`src/shared/eight_bit_core_execution_consts.svh`:
```
// Constants for the 8-bit core execution unit
`ifndef EIGHT_BIT_CORE_EXECUTION_CONSTS_SVH
`define EIGHT_BIT_CORE_EXECUTION_CONSTS_SVH

// Status byte bit positions
`define FLAG_CARRY 3'd0
`define FLAG_ZERO 3'd1
`define FLAG_NEGATIVE 3'd2
`define FLAG_OVERFLOW 3'd3
`define FLAG_SIGN 3'd4
`define FLAG_HALF 3'd5
`define FLAG_TRANSFER 3'd6
`define FLAG_INTERRUPT 3'd7

// Reset values and the all-ones byte mask
`define STATUS_RESET 8'h00
`define PC_RESET 16'h0000
`define ALL_ONES_BYTE 8'hff

// Cycle counts per operation class
`define CYCLES_SINGLE 2'd1
`define CYCLES_WORD 2'd2
`define CYCLES_POINTER_JUMP 2'd2
`define CYCLES_POINTER_CALL 2'd3
`define CYCLES_PORT_BIT 2'd2
`define CYCLES_POINTER_LOAD 2'd2
`define CYCLES_BRANCH_TAKEN 2'd2
`define CYCLES_SKIP_ONE 2'd2
`define CYCLES_SKIP_TWO 2'd3

// Program counter advance figures, in program words
`define PC_STEP 16'h0001
`define PC_SKIP_ONE 16'h0002
`define PC_SKIP_TWO 16'h0003

`endif

```
`src/shared/eight_bit_core_execution_pkg.sv`:
```
// Types shared by the 8-bit core execution unit and its bench
package eight_bit_core_execution_pkg;

   typedef enum logic [5:0] {
      OP_NONE,
      OP_ADD,
      OP_ADD_CARRY,
      OP_SUB,
      OP_DIFFERENCE_CONSTANT,
      OP_DIFFERENCE_WITH_BORROW,
      OP_CONSTANT_DIFFERENCE_BORROW,
      OP_WORD_IMMEDIATE_SUM,
      OP_WORD_IMMEDIATE_DIFFERENCE,
      OP_AND,
      OP_MASK_CONSTANT,
      OP_OR,
      OP_EXCLUSIVE_OR_REGISTERS,
      OP_MASK_CLEAR_BITS,
      OP_ZERO_SIGN_TEST,
      OP_COMPARE,
      OP_IMMEDIATE_COMPARE,
      OP_POINTER_JUMP,
      OP_POINTER_SUBROUTINE_CALL,
      OP_EQUAL_SKIP_COMPARE,
      OP_SKIP_REG_BIT_LOW,
      OP_SKIP_REG_BIT_HIGH,
      OP_SKIP_PORT_BIT_LOW,
      OP_SKIP_PORT_BIT_HIGH,
      OP_BRANCH_FLAG_HIGH,
      OP_BRANCH_FLAG_LOW,
      OP_BRANCH_SIGNED_NOT_LESS,
      OP_BRANCH_SIGNED_LESS,
      OP_PORT_BIT_SET,
      OP_PORT_BIT_CLEAR,
      OP_ROTATE_LEFT_CARRY,
      OP_TRANSFER_FLAG_STORE,
      OP_TRANSFER_FLAG_LOAD,
      OP_POINTER_LOAD_POST_INC,
      OP_POINTER_LOAD_PRE_DEC
   } op_t;

   typedef enum logic [1:0] {
      PHASE_IDLE,
      PHASE_WAIT,
      PHASE_LOAD
   } phase_t;

   typedef struct packed {
      logic [7:0] result;
      logic carry;
      logic zero;
      logic negative;
      logic overflow;
      logic half;
   } byte_arith_t;

   typedef struct packed {
      logic [15:0] result;
      logic carry;
      logic zero;
      logic negative;
      logic overflow;
   } word_arith_t;

endpackage : eight_bit_core_execution_pkg

```
`src/verilog/eight_bit_core_execution.sv`:
```
// Execution unit of an 8-bit core: ALU, word ops, skips, branches, port bits, pointer loads
//
// Behaviour
// - Add two registers, optionally with carry; flags Z C N V H; one clock.
// - Add constant to register pair, write pair back; flags Z C N V S; two clocks.
// - Subtract constant and carry from register; flags Z C N V H; one clock.
// - Subtract constant from register pair; flags Z C N V S; two clocks.
// - AND, OR, exclusive-OR with register or constant; flags Z N V only; one clock.
// - Clear bits by ANDing with all-ones minus constant; flags Z N V; one clock.
// - Test register by ANDing with itself, value kept; flags Z N V; one clock.
// - Jump to address in Z pointer, no flags changed, two clocks.
// - Call via Z pointer, push return address, no flags changed, three clocks.
// - Skip next instruction when registers equal; PC plus 2 or 3; 1/2/3 clocks.
// - Compare register with immediate, difference not stored; flags Z N V C H.
// - Skip when register bit cleared, or set for other form; 1/2/3 clocks.
// - Skip when port bit set, or cleared for other form; 1/2/3 clocks, no flags.
// - Branch on chosen status bit set or cleared to PC plus offset plus one.
// - Signed not-less branch taken only when negative xor overflow is zero.
// - Signed less branch taken only when negative xor overflow is one.
// - Set or clear one bit of a port register, no flags, two clocks.
// - Rotate left through carry; old carry to bit 0, bit 7 to carry; Z N V.
// - Copy register bit into transfer flag, or transfer flag into register bit.
// - Post-increment load reads addressed location, then pointer plus one.
// - Pre-decrement load subtracts one from pointer, then reads that location.
`include "eight_bit_core_execution_consts.svh"

module eight_bit_core_execution
   import eight_bit_core_execution_pkg::*;
#(
   parameter int OFFSET_WIDTH = 12
)
(
   input wire logic clk,
   input wire logic reset,
   input wire logic issueValid,
   input wire op_t issueOp,
   input wire logic [7:0] operandD,
   input wire logic [7:0] operandB,
   input wire logic [15:0] pairValue,
   input wire logic [15:0] pointerValue,
   input wire logic [7:0] portValue,
   input wire logic [2:0] bitSelect,
   input wire logic [OFFSET_WIDTH-1:0] jumpOffset,
   input wire logic skippedIsTwoWord,
   input wire logic [7:0] memReadData,
   output logic busy,
   output logic done,
   output logic [15:0] pc,
   output logic [7:0] statusByte,
   output logic [7:0] resultData,
   output logic resultWrite,
   output logic [15:0] pairResult,
   output logic pairWrite,
   output logic [15:0] pointerResult,
   output logic pointerWrite,
   output logic [7:0] portWriteData,
   output logic portWrite,
   output logic [15:0] memAddr,
   output logic memRead,
   output logic [15:0] stackData,
   output logic stackPush
);

   typedef struct packed {
      phase_t phase;
      logic [1:0] waitCount;
      logic busy;
      logic done;
      logic [15:0] pc;
      logic [7:0] statusByte;
      logic [7:0] resultData;
      logic resultWrite;
      logic [15:0] pairResult;
      logic pairWrite;
      logic [15:0] pointerResult;
      logic pointerWrite;
      logic [7:0] portWriteData;
      logic portWrite;
      logic portPending;
      logic [15:0] memAddr;
      logic memRead;
      logic [15:0] stackData;
      logic stackPush;
   } state_t;

   state_t current;
   state_t next_current;

   // Byte add or subtract with carry/borrow in
   function automatic byte_arith_t byteArith(input logic [7:0] a, input logic [7:0] b,
                                              input logic carryIn, input logic subtract);
      byte_arith_t r;
      logic [8:0] wide;
      logic [4:0] low;
      if (subtract)
      begin
         wide = {1'b0, a} - {1'b0, b} - {8'h00, carryIn};
         low = {1'b0, a[3:0]} - {1'b0, b[3:0]} - {4'h0, carryIn};
         r.overflow = (a[7] & ~b[7] & ~wide[7]) | (~a[7] & b[7] & wide[7]);
      end
      else
      begin
         wide = {1'b0, a} + {1'b0, b} + {8'h00, carryIn};
         low = {1'b0, a[3:0]} + {1'b0, b[3:0]} + {4'h0, carryIn};
         r.overflow = (a[7] & b[7] & ~wide[7]) | (~a[7] & ~b[7] & wide[7]);
      end
      r.result = wide[7:0];
      r.carry = wide[8];
      r.half = low[4];
      r.zero = (wide[7:0] == 8'h00);
      r.negative = wide[7];
      return r;
   endfunction : byteArith

   // Word add or subtract of a constant on a register pair
   function automatic word_arith_t wordArith(input logic [15:0] a, input logic [7:0] k,
                                              input logic subtract);
      word_arith_t r;
      logic [16:0] wide;
      if (subtract)
      begin
         wide = {1'b0, a} - {9'h000, k};
         r.overflow = a[15] & ~wide[15];
      end
      else
      begin
         wide = {1'b0, a} + {9'h000, k};
         r.overflow = ~a[15] & wide[15];
      end
      r.result = wide[15:0];
      r.carry = wide[16];
      r.zero = (wide[15:0] == 16'h0000);
      r.negative = wide[15];
      return r;
   endfunction : wordArith

   // Flags of a logic result: overflow always cleared
   function automatic logic [7:0] logicFlags(input logic [7:0] s, input logic [7:0] value);
      logic [7:0] f;
      f = s;
      f[`FLAG_ZERO] = (value == 8'h00);
      f[`FLAG_NEGATIVE] = value[7];
      f[`FLAG_OVERFLOW] = 1'b0;
      return f;
   endfunction : logicFlags

   function automatic logic [7:0] arithFlags(input logic [7:0] s, input byte_arith_t a);
      logic [7:0] f;
      f = s;
      f[`FLAG_CARRY] = a.carry;
      f[`FLAG_ZERO] = a.zero;
      f[`FLAG_NEGATIVE] = a.negative;
      f[`FLAG_OVERFLOW] = a.overflow;
      f[`FLAG_HALF] = a.half;
      return f;
   endfunction : arithFlags

   function automatic logic [15:0] relativeTarget(input logic [15:0] base,
                                                  input logic [OFFSET_WIDTH-1:0] offset);
      logic [15:0] extended;
      extended = 16'(signed'(offset));
      return base + extended + `PC_STEP;
   endfunction : relativeTarget

   byte_arith_t sum;
   byte_arith_t diff;
   word_arith_t wordOut;
   logic carryNow;
   logic skipCond;
   logic isSkip;
   logic branchCond;
   logic isBranch;
   logic [7:0] logicVal;
   logic [7:0] rotated;

   assign carryNow = current.statusByte[`FLAG_CARRY];

   always_comb
   begin
      next_current = current;
      next_current.done = 1'b0;
      next_current.resultWrite = 1'b0;
      next_current.pairWrite = 1'b0;
      next_current.pointerWrite = 1'b0;
      next_current.portWrite = 1'b0;
      next_current.memRead = 1'b0;
      next_current.stackPush = 1'b0;
      sum = byteArith(operandD, operandB,
         (issueOp == OP_ADD_CARRY) & carryNow, 1'b0);
      diff = byteArith(operandD, operandB,
         (issueOp == OP_DIFFERENCE_WITH_BORROW || issueOp == OP_CONSTANT_DIFFERENCE_BORROW)
         & carryNow, 1'b1);
      wordOut = wordArith(pairValue, operandB, issueOp == OP_WORD_IMMEDIATE_DIFFERENCE);
      case (issueOp)
         OP_OR: logicVal = operandD | operandB;
         OP_EXCLUSIVE_OR_REGISTERS: logicVal = operandD ^ operandB;
         OP_MASK_CLEAR_BITS: logicVal = operandD & (`ALL_ONES_BYTE - operandB);
         OP_ZERO_SIGN_TEST: logicVal = operandD & operandD;
         default: logicVal = operandD & operandB;
      endcase
      rotated = {operandD[6:0], carryNow};
      skipCond = 1'b0;
      isSkip = 1'b1;
      case (issueOp)
         OP_EQUAL_SKIP_COMPARE: skipCond = (operandD == operandB);
         OP_SKIP_REG_BIT_LOW: skipCond = ~operandD[bitSelect];
         OP_SKIP_REG_BIT_HIGH: skipCond = operandD[bitSelect];
         OP_SKIP_PORT_BIT_LOW: skipCond = ~portValue[bitSelect];
         OP_SKIP_PORT_BIT_HIGH: skipCond = portValue[bitSelect];
         default: isSkip = 1'b0;
      endcase
      branchCond = 1'b0;
      isBranch = 1'b1;
      case (issueOp)
         OP_BRANCH_FLAG_HIGH: branchCond = current.statusByte[bitSelect];
         OP_BRANCH_FLAG_LOW: branchCond = ~current.statusByte[bitSelect];
         OP_BRANCH_SIGNED_NOT_LESS: branchCond = (current.statusByte[`FLAG_NEGATIVE]
            ^ current.statusByte[`FLAG_OVERFLOW]) == 1'b0;
         OP_BRANCH_SIGNED_LESS: branchCond = (current.statusByte[`FLAG_NEGATIVE]
            ^ current.statusByte[`FLAG_OVERFLOW]) == 1'b1;
         default: isBranch = 1'b0;
      endcase

      case (current.phase)
         PHASE_IDLE:
         begin
            if (issueValid)
            begin
               next_current.pc = current.pc + `PC_STEP;
               next_current.done = 1'b1;
               case (issueOp)
                  OP_ADD, OP_ADD_CARRY:
                  begin
                     next_current.resultData = sum.result;
                     next_current.resultWrite = 1'b1;
                     next_current.statusByte = arithFlags(current.statusByte, sum);
                  end
                  OP_SUB, OP_DIFFERENCE_CONSTANT, OP_DIFFERENCE_WITH_BORROW,
                  OP_CONSTANT_DIFFERENCE_BORROW:
                  begin
                     next_current.resultData = diff.result;
                     next_current.resultWrite = 1'b1;
                     next_current.statusByte = arithFlags(current.statusByte, diff);
                  end
                  OP_COMPARE, OP_IMMEDIATE_COMPARE:
                     next_current.statusByte = arithFlags(current.statusByte, diff);
                  OP_WORD_IMMEDIATE_SUM, OP_WORD_IMMEDIATE_DIFFERENCE:
                  begin
                     next_current.pairResult = wordOut.result;
                     next_current.pairWrite = 1'b1;
                     next_current.statusByte[`FLAG_CARRY] = wordOut.carry;
                     next_current.statusByte[`FLAG_ZERO] = wordOut.zero;
                     next_current.statusByte[`FLAG_NEGATIVE] = wordOut.negative;
                     next_current.statusByte[`FLAG_OVERFLOW] = wordOut.overflow;
                     next_current.statusByte[`FLAG_SIGN] = wordOut.negative ^ wordOut.overflow;
                     next_current.waitCount = `CYCLES_WORD - 2'd2;
                  end
                  OP_AND, OP_MASK_CONSTANT, OP_OR, OP_EXCLUSIVE_OR_REGISTERS,
                  OP_MASK_CLEAR_BITS, OP_ZERO_SIGN_TEST:
                  begin
                     next_current.resultData = logicVal;
                     next_current.resultWrite = 1'b1;
                     next_current.statusByte = logicFlags(current.statusByte, logicVal);
                  end
                  OP_ROTATE_LEFT_CARRY:
                  begin
                     next_current.resultData = rotated;
                     next_current.resultWrite = 1'b1;
                     next_current.statusByte = logicFlags(current.statusByte, rotated);
                     next_current.statusByte[`FLAG_CARRY] = operandD[7];
                     next_current.statusByte[`FLAG_OVERFLOW] = rotated[7] ^ operandD[7];
                  end
                  OP_TRANSFER_FLAG_STORE:
                     next_current.statusByte[`FLAG_TRANSFER] = operandD[bitSelect];
                  OP_TRANSFER_FLAG_LOAD:
                  begin
                     next_current.resultData = operandD;
                     next_current.resultData[bitSelect] = current.statusByte[`FLAG_TRANSFER];
                     next_current.resultWrite = 1'b1;
                  end
                  OP_POINTER_JUMP:
                  begin
                     next_current.pc = pointerValue;
                     next_current.waitCount = `CYCLES_POINTER_JUMP - 2'd2;
                  end
                  OP_POINTER_SUBROUTINE_CALL:
                  begin
                     next_current.stackData = current.pc + `PC_STEP;
                     next_current.stackPush = 1'b1;
                     next_current.pc = pointerValue;
                     next_current.waitCount = `CYCLES_POINTER_CALL - 2'd2;
                  end
                  OP_PORT_BIT_SET, OP_PORT_BIT_CLEAR:
                  begin
                     next_current.portWriteData = portValue;
                     next_current.portWriteData[bitSelect] = (issueOp == OP_PORT_BIT_SET);
                     next_current.portPending = 1'b1;
                     next_current.waitCount = `CYCLES_PORT_BIT - 2'd2;
                  end
                  OP_POINTER_LOAD_POST_INC:
                  begin
                     next_current.memAddr = pointerValue;
                     next_current.memRead = 1'b1;
                     next_current.pointerResult = pointerValue + 16'h0001;
                     next_current.pointerWrite = 1'b1;
                  end
                  OP_POINTER_LOAD_PRE_DEC:
                  begin
                     next_current.memAddr = pointerValue - 16'h0001;
                     next_current.memRead = 1'b1;
                     next_current.pointerResult = pointerValue - 16'h0001;
                     next_current.pointerWrite = 1'b1;
                  end
                  default: next_current.done = 1'b1;
               endcase
               if (isSkip && skipCond)
               begin
                  // Two-word skipped instruction costs the third clock
                  next_current.pc = current.pc + (skippedIsTwoWord ? `PC_SKIP_TWO
                     : `PC_SKIP_ONE);
                  next_current.waitCount = (skippedIsTwoWord ? `CYCLES_SKIP_TWO
                     : `CYCLES_SKIP_ONE) - 2'd2;
               end
               if (isBranch && branchCond)
               begin
                  next_current.pc = relativeTarget(current.pc, jumpOffset);
                  next_current.waitCount = `CYCLES_BRANCH_TAKEN - 2'd2;
               end
               // Multi-cycle operations hold busy and report done at the last clock
               if (issueOp == OP_POINTER_LOAD_POST_INC || issueOp == OP_POINTER_LOAD_PRE_DEC)
               begin
                  next_current.done = 1'b0;
                  next_current.busy = 1'b1;
                  next_current.phase = PHASE_LOAD;
               end
               else if (issueOp == OP_WORD_IMMEDIATE_SUM || issueOp == OP_WORD_IMMEDIATE_DIFFERENCE
                  || issueOp == OP_POINTER_JUMP || issueOp == OP_POINTER_SUBROUTINE_CALL
                  || issueOp == OP_PORT_BIT_SET || issueOp == OP_PORT_BIT_CLEAR
                  || (isSkip && skipCond) || (isBranch && branchCond))
               begin
                  next_current.done = 1'b0;
                  next_current.busy = 1'b1;
                  next_current.phase = PHASE_WAIT;
               end
            end
         end
         PHASE_WAIT:
         begin
            next_current.waitCount = current.waitCount - 2'd1;
            if (current.waitCount == 2'd0)
            begin
               next_current.busy = 1'b0;
               next_current.done = 1'b1;
               next_current.portWrite = current.portPending;
               next_current.portPending = 1'b0;
               next_current.phase = PHASE_IDLE;
            end
         end
         PHASE_LOAD:
         begin
            next_current.resultData = memReadData;
            next_current.resultWrite = 1'b1;
            next_current.busy = 1'b0;
            next_current.done = 1'b1;
            next_current.phase = PHASE_IDLE;
         end
         default:
            next_current.phase = PHASE_IDLE;
      endcase
   end

   always_ff @(posedge clk or posedge reset)
   begin
      if (reset)
      begin
         current <= '{phase: PHASE_IDLE, waitCount: 2'd0, busy: 1'b0, done: 1'b0,
            pc: `PC_RESET, statusByte: `STATUS_RESET, resultData: 8'h00, resultWrite: 1'b0,
            pairResult: 16'h0000, pairWrite: 1'b0, pointerResult: 16'h0000,
            pointerWrite: 1'b0, portWriteData: 8'h00, portWrite: 1'b0, portPending: 1'b0,
            memAddr: 16'h0000,
            memRead: 1'b0, stackData: 16'h0000, stackPush: 1'b0};
      end
      else
      begin
         current <= next_current;
      end
   end

   assign busy = current.busy;
   assign done = current.done;
   assign pc = current.pc;
   assign statusByte = current.statusByte;
   assign resultData = current.resultData;
   assign resultWrite = current.resultWrite;
   assign pairResult = current.pairResult;
   assign pairWrite = current.pairWrite;
   assign pointerResult = current.pointerResult;
   assign pointerWrite = current.pointerWrite;
   assign portWriteData = current.portWriteData;
   assign portWrite = current.portWrite;
   assign memAddr = current.memAddr;
   assign memRead = current.memRead;
   assign stackData = current.stackData;
   assign stackPush = current.stackPush;

endmodule : eight_bit_core_execution

```
`config.mk`:
```
export PLATFORM = sky130hd
export DESIGN_NAME = eight_bit_core_execution
export DESIGN_NICKNAME = d
export VERILOG_FILES = /design/src/shared/eight_bit_core_execution_pkg.sv /design/src/verilog/eight_bit_core_execution.sv
export VERILOG_INCLUDE_DIRS = /design/src /design/src/shared
export SDC_FILE = /design/constraint.sdc
export NUM_CORES = 1
export LEC_CHECK = 0
export BUFFER_PORTS_ARGS = -buffer_cell sky130_fd_sc_hd__buf_2
export CAP_MARGIN = 20
export CORE_ASPECT_RATIO = 0.75
export CORE_MARGIN = 2
export CORE_UTILIZATION = 40
export CTS_BUF_LIST = sky130_fd_sc_hd__clkbuf_8
export DETAILED_ROUTE_END_ITERATION = 6
export GPL_ROUTABILITY_DRIVEN = 0
export PLACE_DENSITY = 0.57
export SLEW_MARGIN = 10
export SYNTH_ARGS = -nofsm -noshare
export SYNTH_HDL_FRONTEND = slang
export SYNTH_SLANG_ARGS = --single-unit
```
`constraint.sdc`:
```
create_clock -name clk -period 6.34 [get_ports clk]
set_clock_uncertainty 0.15 [all_clocks]
set_input_delay 0.951 -clock clk [delete_from_list [all_inputs] [get_ports clk]]
set_output_delay 0.951 -clock clk [all_outputs]
set_load 0.005 [all_outputs]
```
======== After elaboration in Yosys (flattened, before gate mapping) ========
Cells that the tools add are included.
word-level totals
  bits in registers ....................... 116
  input bits .............................. 89
  word-level logic and storage cells ...... 226
operators by class
  add/sub/neg operators ................... 19
  order comparisons ....................... 2
  equality and inequality tests ........... 43
  muxes and demuxes ....................... 52
  bitwise gates (word level) .............. 36
  reduce and logical (&&, ||, !) cells .... 51
operators by type and width
  operator                                                               number
  6-bit by 5-bit equality test with 1-bit output, second input constant  16
  81-bit two-way mux                                                     1
  17-bit case mux with 2 select lines                                    2
  17-bit two-way mux                                                     3
  16-bit by 1-bit adder with 16-bit output, second input constant        3
  6-bit by 4-bit equality test with 1-bit output, second input constant  8
  16-bit two-way mux                                                     3
  9-bit case mux with 5 select lines                                     1
  35-bit two-way mux                                                     1
  8-bit logical NOT                                                      4
  8-bit case mux with 4 select lines                                     1
  3-bit AND reduction                                                    10
  26-bit two-way mux                                                     1
  5-bit case mux with 5 select lines                                     1
  8-bit AND                                                              3
  6-bit by 3-bit equality test with 1-bit output, second input constant  4
  6-bit equality test, second input constant                             3
  18-bit two-way mux                                                     1
  2-bit two-way mux                                                      9
  9-bit case mux with 2 select lines                                     1
  16-bit by 8-bit adder with 17-bit output                               1
  16-bit by 8-bit subtractor with 17-bit output                          1
  16-bit adder                                                           1
  16-bit by 2-bit adder with 16-bit output                               1
  55 further kinds                                                       123

======== Depth between registers and ports, before layout ========
  depth in word-level cells ............... 12
  depth in mapped cells ................... 16

======== Least setup slack after synthesis ========
No wires, ideal clock.
  path type ............................... input-to-reg
  start ................................... input port operandB[2]
  end ..................................... register current (netlist bit statusByte[1])
  arrival time ............................ 3.934 ns
  setup slack ............................. 2.180 ns
  cell stages on the path ................. 16
  path buffers ............................ 1
  cell sequence ........................... inv_1 -> ha_1 -> clkbuf_1 -> or3b_2 -> a31o_2 -> a21o_1 -> a21oi_1 -> o211a_1 -> ha_1 -> o21ai_0 -> o21ai_1 -> nand4bb_1 -> a2111oi_2 -> nand4_1 -> or3_1 -> o21ai_1
on the way
  longest elaborated chain between the ends .. 5
  elaborated cells between the ends (all ways) .. 18
  classes of those cells .................. add/sub: 7; mux: 3; bitwise: 4; reduce/logical: 4
ends and longest elaborated chain
  what                                                                                                 line                             text
  start: declaration                                                                                   eight_bit_core_execution.sv:38   input wire logic [7:0] operandB,
  parallel branches: the longest is 4 deep, another holds 8-bit by 8-bit subtractor with 9-bit output  n/a
  5-bit case mux with 5 select lines (*)                                                               eight_bit_core_execution.sv:231  case (issueOp)
  end signal: assignment                                                                               eight_bit_core_execution.sv:376  current <= '{phase: PHASE_IDLE, waitCount: 2'd0, busy: 1'b0, done: 1'b0,
  end signal: assignment                                                                               eight_bit_core_execution.sv:385  current <= next_current;
  end: declaration                                                                                     eight_bit_core_execution.sv:86   state_t current;
Mark *: on every way between the ends. The select of a mux whose other input is x is not followed.
A chain may end at the register's enable or synchronous reset.

======== Worst setup path in the final report ========
  start ................................... input port issueOp[2]
  end ..................................... register current (netlist bit resultData[7])
on the way
  longest elaborated chain between the ends .. 7
  elaborated cells between the ends (all ways) .. 28
  classes of those cells .................. add/sub: 2; eq/ne: 15; mux: 4; bitwise: 2; reduce/logical: 5
ends and longest elaborated chain
  what                                            line                                                              text
  start: declaration                              eight_bit_core_execution.sv:36                                    input wire op_t issueOp,
  6-bit by 3-bit equality test with 1-bit output  eight_bit_core_execution.sv:191, eight_bit_core_execution.sv:231
  1-bit logical OR                                eight_bit_core_execution.sv:191                                   (issueOp == OP_DIFFERENCE_WITH_BORROW || issueOp == OP_CONSTANT_DIFFERENCE_BORROW)
  1-bit AND                                       eight_bit_core_execution.sv:192                                   & carryNow, 1'b1);
  9-bit by 1-bit subtractor with 9-bit output     eight_bit_core_execution.sv:97                                    wide = {1'b0, a} - {1'b0, b} - {8'h00, carryIn};
  9-bit case mux with 5 select lines              eight_bit_core_execution.sv:231
  81-bit two-way mux                              eight_bit_core_execution.sv:227                                   if (issueValid)
  9-bit case mux with 2 select lines              eight_bit_core_execution.sv:224                                   case (current.phase)
Parallel ways exist; a longest one is shown, timed or not. The select of a mux whose other input is x is not followed.

==> impl_metrics.tcl <==
set metrics [dict create \
    status "completed" \
    ys_types 88 \
    ys_seq_area_frac 0.252 \
    start_kind "input port" \
    dieArea_um2 30000 \
    ant_nets 0 \
    period_share 0.726 \
    hold_depth 2 \
    r2r-start "statusByte[0]" \
    fin_util 0.436 \
    rsz0062_at_grt "no" \
    critical_path_class "in -> reg" \
    synthXorXnorAreaFrac 0.0628 \
    cts_resized 0 \
    switching_power_uw 1490 \
    area_growth_syn_to_layout_pct 6.99 \
    p_leak_uw 0.00551 \
    cts_setup_buffers 0 \
    ir_worst_vdd_uv 185 \
    hold_buffers 0 \
    h-tree-depth 4 \
    fin_nets 1661 \
    synth_top_area_cell "dfrtp_1" \
    fp.coreArea_um2 28100 \
    start_util 0.408 \
    tightest_slew_ns 1.04 \
    synth_ff_type "dfrtp_1" \
    crit_arrival_ns 4.78 \
    hold_end "pointerResult[3]" \
    worstHoldStart "pointerResult[3]" \
    clock_latency_ns 0.45 \
    synthTopCellsByArea "dfrtp_1 (25%), ha_1 (7.6%), buf_4 (7.1%)" \
    core.rowCount 53 \
    hold_path.class "reg -> reg" \
    synthAdderAreaFrac 0.0878 \
    drv_cap 0 \
    yosys.area_share.simple 0.214 \
    chipHeight_um 150 \
    synth_top_area_frac 0.252 \
    cts_root_buf "clkbuf_8" \
    synth_compound_area_frac 0.226 \
    fillers 2898 \
    rr_worst_depth 10 \
    stdcell_count 1896 \
    rr_endpoint "resultData[7]" \
    wl_per_cell_um 20.4 \
    relSlewSlack 0.305 \
    rrSetupSlack_ns 2.44 \
    clkTransAtPathRegs_ns 0.09 \
    drive_gt1_frac 0.180 \
    num_vias 11040 \
    final_max_slew_viol_count 0 \
    route.detailed.drc 0 \
    setup.worst_path.end_class "flop" \
    cts_tree "yes" \
    port_buffers 199 \
    cts_sinks 115 \
    fin_tns_setup_ns 0 \
    synthesis.nets 1623 \
    setup_violations 0 \
    hpwl_um 29400 \
    synth_area_um2 11400 \
    power_density_nw_per_um2 283 \
    grtUsageTotal 0.256 \
    crit_path_max_fanout 26 \
    p_clk_frac 0.195 \
    async_reset_ff_frac 1.00 \
    antenna_found_initial 2 \
    dpl.cell_count 1862 \
    fin_crit_ns 4.60 \
    ys_warn_count 0 \
    p_comb_frac 0.454 \
    switching_share 0.432 \
    pin_count 201 \
    viasPerCell 5.82 \
    p_int_uw 1970 \
    synth_top_family_by_area "compound AO/OA/AOI/OAI gates" \
    die_w_um 199 \
    grt_pass1_vias 9994 \
    synth.ff_latch_count 115 \
    finalHoldViolations 0 \
    cts_made_buffers 17 \
    synth_edf_count 0 \
    drt-initial-drc-count 1133 \
    cts_buffer_depth 2 \
    multi_input_area_um2 7190 \
    fmax_ghz 0.217 \
    regArea_um2 2880 \
    overflow 0 \
    seqPwrFrac 0.351 \
    syn_area_per_cell_um2 7.84 \
    synth.area.mux_share 0.0383 \
    synthCells 1458 \
    first_pass_iters 6 \
    crit_required_ns 6.52 \
    grt_pass1_wl_um 58800 \
    grt_max_degree 62 \
    finalWirelength_um 38600 \
]
[registers in the layout (all words and copies together) (netlist names)]
name and cells:
memAddr 16, pairResult 16, pc 16, pointerResult 16, stackData 16, portWriteData 8
resultData 8, statusByte 7, current 5, busy 1, done 1, memRead 1
pairWrite 1, portWrite 1, resultWrite 1, stackPush 1
[critical path: stages]
cell and delay, ns:
buf_2 0.36, nor2b_1 0.37, nand4_1 0.18, fa_1 0.47
ha_1 0.32, a211oi_1 0.44, o2111ai_1 0.26, a21oi_1 0.30
xor2_1 0.35, o22ai_1 0.14, a211oi_1 0.48, o21ai_0 0.13
[power groups by stage]
| stage | Clock, uW | Sequential, uW | Combinational (uW) |
|---|---|---|---|
| after CTS | 696 | 1210 | 1560 |
| after floorplan | 0 | 1110 | 1320 |
| final | 676 | 1210 | 1570 |
| after detailed placement | 0 | 1220 | 1550 |
| after global routing | 729 | 1250 | 1750 |
| after global placement | 0 | 1220 | 1530 |
[worst max-delay path by stage]
| stage | startpoint | to | slack [ns] | cells after the start |
|---|---|---|---|---|
| after detailed placement | operandB[1] | statusByte[1] | 1.42 | 14 |
| after floorplan | operandB[2] | statusByte[1] | 2.18 | 16 |
| after global placement | operandB[1] | statusByte[1] | 1.52 | 14 |
| after CTS | operandB[1] | statusByte[1] | 1.87 | 14 |
| final | issueOp[2] | resultData[7] | 1.74 | 12 |
| after global routing | operandB[1] | statusByte[1] | 1.56 | 14 |
[synth_stat cells (all sizes together) (13+ instances only)]
library cell / instances
o211ai: 16
inv: 63
or3: 18
nand2: 150
nand2b: 13
a22oi: 17
clkbuf: 63
nand3: 45
nor2: 116
a21oi: 91
nand3b: 13
nor3: 26
and3: 13
a31oi: 13
xor2: 34
mux2i: 31
buf: 125
nor4: 14
ha: 69
nand4: 18
dfrtp: 115
nor2b: 19
o21ai: 136
xnor2: 48
[routing by layer]
layer	routed length [um]	share of wire	GRT usage	vias up
li1	-	-	-	5198
met1	19200	0.50	0.405	5269
met2	15100	0.39	0.339	529
met3	3660	0.095	0.0580	44
met4	633	0.016	0.0634	0
met5	0	0	0	-
[through the flow]
step	setup WS (ns)	cell area (um^2)	power, uW	hold WS [ns]
6_report	1.74	12200	3460	0.330
5_1_grt	1.56	12200	3720	0.348
4_1_cts	1.87	12200	3470	0.333
3_5_place_dp	1.42	11800	2780	0.316
3_3_place_gp	1.52	11800	2750	0.308
2_1_floorplan	2.18	11400	2430	0.297
[cell usage in the layout (no fill, tap or decap), types with 6 or more instances in the layout]
cell and instances:
nor2_1 113, nand2b_1 13, inv_1 62, nor3b_1 7
a31oi_1 13, clkinv_4 6, ha_1 69, a21o_1 11
o31ai_1 7, clkbuf_8 18, and2_1 7, a21oi_1 91
o21a_1 9, o211ai_1 16, xor2_1 34, nor2b_1 19
and3_1 13, a22oi_1 17, nor4_1 13, or2_2 6
a211oi_1 12, o21ai_0 130, mux2i_1 31, nand4_1 18
o221ai_1 12, a22o_1 10, dfrtp_1 115, fa_1 7
nand2_1 150, mux2_2 6, nand3_1 45, nand3b_1 13
a221oi_1 7, buf_2 199, or3_1 18, buf_4 8
nor3_1 26, o22ai_1 8, xnor2_1 48
[cell type report]
class                   count  share of cell area
well taps                 385              0.0394
multi-input cells        1092               0.588
clock buffers              18              0.0203
diodes                      2            0.000409
clock inverters            14              0.0106
repair buffers            207              0.0863
inverters                  63              0.0195
flip-flops and latches    115               0.235
[logic make-up after synthesis]
family,count (synthesis)
simple gates,487
compound gates,406
buf+inv,251
flops,115
xor+xnor,82
fa+ha+maj,76
mux,40
other cells,1
No activity file was read; power rests on OpenSTA's default activity.
